--- config.mk ---
export PLATFORM = sky130hd
export DESIGN_NAME = rsm_reset_sleep
export DESIGN_NICKNAME = d
export VERILOG_FILES = /design/src/hdl/rsm_pkg.sv /design/src/hdl/rsm_reset_sleep.sv /design/src/hdl/rsm_watchdog.sv
export SDC_FILE = /design/constraint.sdc
export NUM_CORES = 1
export LEC_CHECK = 0
export CAP_MARGIN = 5
export CORE_UTILIZATION = 62
export CTS_CLUSTER_SIZE = 30
export DETAILED_ROUTE_END_ITERATION = 12
export DONT_BUFFER_PORTS = 1
export GPL_TIMING_DRIVEN = 0
export PLACE_DENSITY = 0.78
export SYNTH_ARGS = -nofsm -noshare
export SYNTH_HDL_FRONTEND = slang
export SYNTH_SLANG_ARGS = --single-unit
--- constraint.sdc ---
create_clock -name clock_in -period 1.62 [get_ports clock_in]
set_clock_uncertainty 0.1 [all_clocks]
set_input_delay 0.081 -clock clock_in [delete_from_list [all_inputs] [get_ports clock_in]]
set_output_delay 0.081 -clock clock_in [all_outputs]
set_load 0.01 [all_outputs]
--- src/hdl/rsm_pkg.sv ---
package rsm_pkg;

   localparam int ADR_W = 4;
   localparam int DAT_W = 32;

   // Byte addresses of the word-wide registers
   localparam logic [ADR_W-1:0] OFS_CTRL = 4'h0;
   localparam logic [ADR_W-1:0] OFS_CAUSE = 4'h4;
   localparam logic [ADR_W-1:0] OFS_WD = 4'h8;
   localparam logic [ADR_W-1:0] OFS_CLK = 4'hc;

   // system_control fields
   localparam int SC_UNLOCK = 7;
   localparam int SC_PCFG = 6;
   localparam int SC_BAD = 5;
   localparam int SC_WD = 4;

   // reset_cause fields, flags occupy bits 5..1
   localparam int RC_SLEEP = 7;
   localparam int RC_FLAG_LSB = 1;
   localparam int FL_W = 5;
   localparam int FL_BAD = 4;
   localparam int FL_WD = 3;
   localparam int FL_PORT = 2;
   localparam int FL_PIN = 1;
   localparam int FL_PIN_SLP = 0;

   // clock_keep fields
   localparam int CK_EXT = 0;
   localparam int CK_BIAS = 1;

   localparam int WD_W = 4;
   localparam logic [WD_W-1:0] WD_KEY_ARM = 4'ha;
   localparam logic [WD_W-1:0] WD_KEY_FIRE = 4'h3;
   localparam logic [WD_W-1:0] WD_LIMIT = 4'h8;

   localparam int RST_STRETCH = 4;

   typedef enum logic [2:0] {
      MODE_ACTIVE = 3'b001,
      MODE_STANDBY = 3'b010,
      MODE_SLEEP = 3'b100
   } rsm_mode_e;

   typedef struct packed {
      logic cold;
      logic system;
      logic pconf;
      logic sleep;
   } rsm_rst_s;

   typedef struct packed {
      logic sleep_unlock;
      logic port_cfg_reset_enable;
      logic bad_access_reset_enable;
      logic watchdog_reset_enable;
   } rsm_ctrl_s;

endpackage

--- src/hdl/rsm_reset_sleep.sv ---
// Functional notes
// - Power-on clears all bits, RC on, crystal off, core held reset at address zero.
// - Port A wake from sleep keeps cold-reset bits: flags, clock select, RC bias.
// - System reset clears system bits, port config if enabled, resets core.
// - Halt stops core, clocks run; reset or enabled wake request ends standby.
// - Sleep stops all circuit clocks and peripherals; no time keeping.
// - Sleep ends only by power-on, reset pin or Port A combination.
// - Control bit 7: sleep unlock, read/write, cold reset clears.
// - Control bit 6: lets port-config reset follow the global reset.
// - Control bit 5: bad address access causes reset.
// - Control bit 4: watchdog reset enable, only cold reset clears it.
// - Control bits 3..0 read zero.
// - Cause bit 7 is sleep request, always reads zero.
// - Cause bits 5..1 are read-to-clear source flags; bits 6 and 0 read zero.
// - Watchdog register: key written, counter read in bits 3..0.
// - Watchdog clears on key 0x0A directly followed by 0x03, and restarts from zero when it fires.
// - Watchdog counts 0..8, resets system on reaching 8 when enabled.
// - Any write to the cause register clears the flags.
// - Port-config reset asserts only with system reset and its enable, or at power-on.
`timescale 1ns/1ps
`default_nettype none

module rsm_reset_sleep #(
   parameter int RST_STRETCH = rsm_pkg::RST_STRETCH
) (
   input wire logic clock_in,
   input wire logic sys_rst_in,
   input wire logic wb_cyc_in,
   input wire logic wb_stb_in,
   input wire logic wb_we_in,
   input wire logic [rsm_pkg::ADR_W-1:0] wb_adr_in,
   input wire logic [3:0] wb_sel_in,
   input wire logic [rsm_pkg::DAT_W-1:0] wb_dat_in,
   output logic [rsm_pkg::DAT_W-1:0] wb_dat_out,
   output logic wb_ack_out,
   input wire logic reset_pin_in,
   input wire logic port_combo_in,
   input wire logic bad_access_in,
   input wire logic halt_in,
   input wire logic wake_req_in,
   input wire logic wd_tick_in,
   output rsm_pkg::rsm_rst_s rst_out,
   output logic cpu_halt_out,
   output logic clk_run_out,
   output logic rc_osc_en_out,
   output logic xtal_en_out,
   output logic rc_bias_out
);

   localparam int SC_W = $clog2(RST_STRETCH + 1);

   generate
      if (RST_STRETCH < 1) begin : g_bad_stretch
         $error("rsm_reset_sleep: RST_STRETCH must be at least 1");
      end
   endgenerate

   rsm_pkg::rsm_mode_e mode_r;
   rsm_pkg::rsm_ctrl_s ctrl_r;
   logic [rsm_pkg::FL_W-1:0] flags_r;
   logic ext_sel_r;
   logic bias_r;
   logic [SC_W-1:0] stretch_r;
   logic pin_m_r;
   logic pin_s_r;
   logic combo_m_r;
   logic combo_s_r;

   logic acc;
   logic wr;
   logic mapped;
   logic hit_ctrl;
   logic hit_cause;
   logic hit_wd;
   logic hit_clk;
   logic asleep;
   logic wd_fire;
   logic bad_hit;
   logic src;
   logic sleep_go;
   logic cause_clr;
   logic [rsm_pkg::WD_W-1:0] wd_count;
   logic [rsm_pkg::FL_W-1:0] cause_set;
   logic [rsm_pkg::DAT_W-1:0] rd_nxt;

   // Pin-side inputs cross from outside the clock domain
   always_ff @(posedge clock_in) begin
      if (sys_rst_in) begin
         pin_m_r <= 1'b0;
         pin_s_r <= 1'b0;
         combo_m_r <= 1'b0;
         combo_s_r <= 1'b0;
      end else begin
         pin_m_r <= reset_pin_in;
         pin_s_r <= pin_m_r;
         combo_m_r <= port_combo_in;
         combo_s_r <= combo_m_r;
      end
   end

   // Bus decode, one access per request
   assign acc = wb_cyc_in && wb_stb_in && !wb_ack_out;
   assign wr = acc && wb_we_in && wb_sel_in[0];
   assign hit_ctrl = (wb_adr_in == rsm_pkg::OFS_CTRL);
   assign hit_cause = (wb_adr_in == rsm_pkg::OFS_CAUSE);
   assign hit_wd = (wb_adr_in == rsm_pkg::OFS_WD);
   assign hit_clk = (wb_adr_in == rsm_pkg::OFS_CLK);
   assign mapped = hit_ctrl || hit_cause || hit_wd || hit_clk;

   assign asleep = (mode_r == rsm_pkg::MODE_SLEEP);

   // Bad access also covers holes in this register window
   assign bad_hit = ctrl_r.bad_access_reset_enable && !asleep &&
                    (bad_access_in || (acc && !mapped));

   // In sleep only the pin and Port A can start a reset
   assign src = pin_s_r || combo_s_r || (wd_fire && !asleep) || bad_hit;

   // Unlock must already be set when the request is written
   assign sleep_go = wr && hit_cause && wb_dat_in[rsm_pkg::RC_SLEEP] &&
                     ctrl_r.sleep_unlock && !src;

   assign cause_clr = acc && hit_cause;

   always_comb begin
      cause_set = '0;
      cause_set[rsm_pkg::FL_BAD] = bad_hit;
      cause_set[rsm_pkg::FL_WD] = wd_fire && !asleep;
      cause_set[rsm_pkg::FL_PORT] = combo_s_r;
      cause_set[rsm_pkg::FL_PIN] = pin_s_r;
      cause_set[rsm_pkg::FL_PIN_SLP] = pin_s_r && asleep;
   end

   rsm_watchdog #(
      .CNT_W(rsm_pkg::WD_W)
   ) u_wd (
      .clock_in(clock_in),
      .sys_rst_in(sys_rst_in),
      .key_wr_in(wr && hit_wd),
      .key_in(wb_dat_in[rsm_pkg::WD_W-1:0]),
      .tick_in(wd_tick_in && !asleep),
      .enable_in(ctrl_r.watchdog_reset_enable),
      .restart_in(wd_fire),
      .count_out(wd_count),
      .fire_out(wd_fire)
   );

   always_ff @(posedge clock_in) begin
      if (sys_rst_in) begin
         ctrl_r <= '0;
      end else if (wr && hit_ctrl) begin
         ctrl_r.sleep_unlock <= wb_dat_in[rsm_pkg::SC_UNLOCK];
         ctrl_r.port_cfg_reset_enable <= wb_dat_in[rsm_pkg::SC_PCFG];
         ctrl_r.bad_access_reset_enable <= wb_dat_in[rsm_pkg::SC_BAD];
         ctrl_r.watchdog_reset_enable <= ctrl_r.watchdog_reset_enable ||
                                         wb_dat_in[rsm_pkg::SC_WD];
      end
   end

   // A cause arriving with a clear survives it
   always_ff @(posedge clock_in) begin
      if (sys_rst_in) begin
         flags_r <= '0;
      end else begin
         flags_r <= (cause_clr ? '0 : flags_r) | cause_set;
      end
   end

   // Cold-only bits, untouched by any system reset or Port A wake
   always_ff @(posedge clock_in) begin
      if (sys_rst_in) begin
         ext_sel_r <= 1'b0;
         bias_r <= 1'b0;
      end else if (wr && hit_clk) begin
         ext_sel_r <= wb_dat_in[rsm_pkg::CK_EXT];
         bias_r <= wb_dat_in[rsm_pkg::CK_BIAS];
      end
   end

   // Operating mode
   always_ff @(posedge clock_in) begin
      if (sys_rst_in) begin
         mode_r <= rsm_pkg::MODE_ACTIVE;
      end else if (src) begin
         mode_r <= rsm_pkg::MODE_ACTIVE;
      end else begin
         case (mode_r)
            rsm_pkg::MODE_ACTIVE: begin
               if (sleep_go) begin
                  mode_r <= rsm_pkg::MODE_SLEEP;
               end else if (halt_in) begin
                  mode_r <= rsm_pkg::MODE_STANDBY;
               end
            end
            rsm_pkg::MODE_STANDBY: begin
               if (wake_req_in) begin
                  mode_r <= rsm_pkg::MODE_ACTIVE;
               end
            end
            rsm_pkg::MODE_SLEEP: begin
               mode_r <= rsm_pkg::MODE_SLEEP;
            end
            default: begin
               mode_r <= rsm_pkg::MODE_ACTIVE;
            end
         endcase
      end
   end

   // Stretch so every reset lasts long enough for the core
   always_ff @(posedge clock_in) begin
      if (sys_rst_in) begin
         stretch_r <= '0;
      end else if (src) begin
         stretch_r <= SC_W'(RST_STRETCH);
      end else if (stretch_r != '0) begin
         stretch_r <= stretch_r - SC_W'(1);
      end
   end

   // Core restarts at address zero whenever system reset is high
   always_ff @(posedge clock_in) begin
      if (sys_rst_in) begin
         rst_out <= '1;
      end else begin
         rst_out.cold <= 1'b0;
         rst_out.system <= src || (stretch_r != '0);
         rst_out.pconf <= (src || (stretch_r != '0)) &&
                          ctrl_r.port_cfg_reset_enable;
         rst_out.sleep <= asleep;
      end
   end

   // Port A wake resets the core, so the next instruction must be harmless
   always_ff @(posedge clock_in) begin
      if (sys_rst_in) begin
         cpu_halt_out <= 1'b1;
         clk_run_out <= 1'b1;
         rc_osc_en_out <= 1'b1;
         xtal_en_out <= 1'b0;
         rc_bias_out <= 1'b0;
      end else begin
         cpu_halt_out <= (mode_r != rsm_pkg::MODE_ACTIVE);
         clk_run_out <= !asleep;
         rc_osc_en_out <= !asleep;
         xtal_en_out <= ext_sel_r && !asleep;
         rc_bias_out <= bias_r;
      end
   end

   always_comb begin
      rd_nxt = '0;
      if (hit_ctrl) begin
         rd_nxt[rsm_pkg::SC_UNLOCK:rsm_pkg::SC_WD] = ctrl_r;
      end else if (hit_cause) begin
         rd_nxt[rsm_pkg::RC_FLAG_LSB +: rsm_pkg::FL_W] = flags_r;
      end else if (hit_wd) begin
         rd_nxt[rsm_pkg::WD_W-1:0] = wd_count;
      end else if (hit_clk) begin
         rd_nxt[rsm_pkg::CK_EXT] = ext_sel_r;
         rd_nxt[rsm_pkg::CK_BIAS] = bias_r;
      end
   end

   // Unmapped addresses still acknowledge, reading zero
   always_ff @(posedge clock_in) begin
      if (sys_rst_in) begin
         wb_ack_out <= 1'b0;
         wb_dat_out <= '0;
      end else begin
         wb_ack_out <= acc;
         wb_dat_out <= acc ? rd_nxt : '0;
      end
   end
endmodule

`default_nettype wire

--- src/hdl/rsm_watchdog.sv ---
`timescale 1ns/1ps
`default_nettype none

module rsm_watchdog #(
   parameter int CNT_W = 4
) (
   input wire logic clock_in,
   input wire logic sys_rst_in,
   input wire logic key_wr_in,
   input wire logic [rsm_pkg::WD_W-1:0] key_in,
   input wire logic tick_in,
   input wire logic enable_in,
   input wire logic restart_in,
   output logic [CNT_W-1:0] count_out,
   output logic fire_out
);

   generate
      if (CNT_W < rsm_pkg::WD_W) begin : g_bad_width
         $error("rsm_watchdog: CNT_W too small for limit");
      end
   endgenerate

   logic [rsm_pkg::WD_W-1:0] watchdog_key_r;
   logic clear;

   // Only a fire key right after an arm key clears
   assign clear = key_wr_in && (watchdog_key_r == rsm_pkg::WD_KEY_ARM) &&
                  (key_in == rsm_pkg::WD_KEY_FIRE);

   always_ff @(posedge clock_in) begin
      if (sys_rst_in) begin
         watchdog_key_r <= '0;
      end else if (key_wr_in) begin
         watchdog_key_r <= key_in;
      end
   end

   always_ff @(posedge clock_in) begin
      if (sys_rst_in || restart_in || clear) begin
         count_out <= '0;
      end else if (tick_in && (count_out < CNT_W'(rsm_pkg::WD_LIMIT))) begin
         count_out <= count_out + CNT_W'(1);
      end
   end

   always_ff @(posedge clock_in) begin
      if (sys_rst_in) begin
         fire_out <= 1'b0;
      end else begin
         fire_out <= enable_in && (count_out == CNT_W'(rsm_pkg::WD_LIMIT)) &&
                     !restart_in && !fire_out;
      end
   end

endmodule

`default_nettype wire

==> metrics.cfg <==
[cells_and_area]
nets=330
final_layout_size_suffix_gt1_frac=0.200
most_common_library_cell_in_the_layout_ignoring_fill_and_taps=dfxtp_1
fillerInstances=197
most-common-layout-cells=47 x dfxtp_1, 36 x nor2_1, 31 x buf_4, 24 x conb_1, 22 x dlygate4sd3_1
synth_to_layout_area_growth_pct=21.2
antenna-diode-count=0

[worst_setup_path]
cp_data_arrival_time_ns=1.63
worstPathCellList=nor3b_4 -> buf_4 -> and4bb_1 -> xnor2_1 -> nor2_1
required_time_of_the_critical_path_ns=1.77
timing.critical_path.slowest_stage_cell=dfxtp_1
timing.critical_path.to_type=register
critical_path.max_fanout=7
rr_startpoint=mode_r[2]
worstSetupPathType=register to register
setup.worst_path.start=mode_r[2]
timing.critical_path.slowest_cell_delay_ns=0.42
start_kind=register

[timing]
setup-tns-final_ns=0
tightestPinTransition_ns=0.540
finalSetupViolations=0
timing_max_transition_violations_final=0
period_minus_slack_ns=1.48
rsz0062_at_grt=no
timing.final.crit_share=0.911
timing.final.hold_violations=0
timing.fmax_ghz=0.677
worst_hold_slack_ns=0.0172
max_slew_margin=0.635

[routing]
drt_first_iter_violations=79
post_route_ant_nets=0
routed_wirelength_um=4390
vias=1680
drc=0
wl_per_cell_um=13.8
drt_pass1_iterations=4
avgViaCountPerCell=5.27

[die]
top_level_ports=93
die_h_um=60.1
start_util=0.668
core_region_area_um2=3130
die_area_um2=3610
dieWidth_um=60.1
placementRows=20

[yosys]
synth.ff_latch_count=47
synth-async-reset-ratio=0
ys_seq_area_frac=0.450
yosys_most_used_dff=dfxtp_1
post_synth_num_cell_types=51
synth-edff-count=0
syn-instance-count=218
synth_warnings=0
syn-cell-area_um2=2090
avgSynthCellArea_um2=9.59

[clock_network]
tritoncts=done
cts-root-buf=clkbuf_4
clock_tree.buffer_depth=2
worstSkewPairLatency_ns=0.36
clk_transition_reported_paths_ns=0.14
numClockSinks=47
cts-buffers-inserted=5
cts.repair.resized=0
htree_num_levels=2

[flow_run]
maxCapViolCount=0

[power]
power_leakage_nw=1.16
p_per_area_nw_per_um2=866
vdd.ir_drop.worst_uv=656

[global_routing]
initial_antenna_violation_count=0
first_global_vias=1579
grt_remaining_overflow=0
wire_length_of_the_first_global_routing_pass_um=6710
grt_max_degree=15
globalRouteTotalUtil=0.255

[placement]
dp.final_hpwl_um=3010
port-buffer-count=0
finalWeightedCongestion=0.944

[min_path]
min-delay-start=wb_stb_in
type_of_the_worst_min_delay_path=primary input to register

[outcome]
outcome=complete, no violations

-- cells by family after synthesis --
family,after synthesis,share of synthesized area
AND/OR/NAND/NOR,84,0.242
flip-flops,47,0.450
buffers and inverters,40,0.121
AO/OA/AOI/OAI,25,0.0802
multiplexers,13,0.0622
adder cells (fa/ha/maj),5,0.0299
XOR/XNOR,3,0.0126
other,1,0.00179
-- routing by layer --
layer / wire length [um] / GRT usage / part of all wire / vias to the layer above
li1: - / - / - / 798
met1: 1690 / 0.286 / 0.38 / 767
met2: 2240 / 0.454 / 0.51 / 99
met3: 366 / 0.0606 / 0.083 / 16
met4: 96 / 0.110 / 0.022 / 0
met5: 0 / 0 / 0 / -
-- where the power goes --
group	switching [mW]	internal, mW
registers	0.0507	1.22
clock network	0.352	0.162
logic	0.221	0.190
total	0.623	1.57
-- final cells by class --
| class | instances | area (um^2) | area share |
|---|---|---|---|
| plain buffers | 32 | 224 | 0.0884 |
| clock buffers | 5 | 37.5 | 0.0148 |
| clock inverters | 3 | 15.0 | 0.00592 |
| inverters | 8 | 30.0 | 0.0118 |
| multi-input cells | 154 | 982 | 0.387 |
| flip-flops and latches | 47 | 941 | 0.371 |
| well taps | 44 | 55.1 | 0.0217 |
| repair buffers | 26 | 250 | 0.0987 |
-- worst max-delay path, delay by kind of cell (launching register included) --
family	cells	cell delay (ns)
flip-flops	1	0.42
AND/OR/NAND/NOR	3	0.49
XOR/XNOR	1	0.14
buffers and inverters	1	0.20
-- through the flow --
step	total power, mW	setup WS, ns	util	cells	cell area (um^2)
final	2.20	0.144	0.810	319	2530
after global routing	2.31	0.0476	0.810	319	2530
after CTS	2.19	0.0774	0.798	314	2490
after detailed placement	1.65	0.114	0.714	285	2230
after global placement	1.63	0.140	0.714	285	2230
after floorplan	1.59	0.277	-	241	2180
-- flip-flops by register name, summed over array words and instances (netlist names), 3 cells and up --
name	count
u_wd.count_out	4
flags_r	5
rst_out	4
ctrl_r	4
u_wd.watchdog_key_r	4
mode_r	3
stretch_r	3
wb_dat_out	8
-- synth_stat cells (all sizes together), types with 2 or more instances --
library cell / number / area, um^2
nor3b: 3 / 43.8
nor2b: 6 / 37.5
a21oi: 9 / 52.6
nand2: 8 / 30.0
or2: 2 / 15.0
and2: 2 / 12.5
mux2i: 13 / 130
nor3: 3 / 25.0
xnor2: 2 / 17.5
dfxtp: 47 / 941
buf: 30 / 216
nand3b: 2 / 15.0
o21ai: 5 / 32.5
nand4: 5 / 46.3
nor2: 37 / 141
nor4b: 2 / 32.5
and3: 3 / 18.8
inv: 8 / 30.0
a22oi: 4 / 30.0
ha: 5 / 62.6
nand2b: 2 / 12.5
clkbuf: 2 / 7.51
-- worst paths after layout --
| path | endpoint | cells after the start | slack (ns) |
|---|---|---|---|
| min | stretch_r[2] | 4 | 0.02 |
| max reg2reg | u_wd.count_out[2] | 5 | 0.14 |
| max | u_wd.count_out[2] | 5 | 0.14 |
| min reg2reg | pin_s_r | 1 | 0.35 |
-- what timing repair did --
action                                  4_1_cts  5_1_grt
hold endpoints to repair                     40        1
setup buffers                                 0        4
hold buffers                                 21        1
endpoints found under the setup margin        0        4
Note: power is estimated with default switching activity, not from simulation.
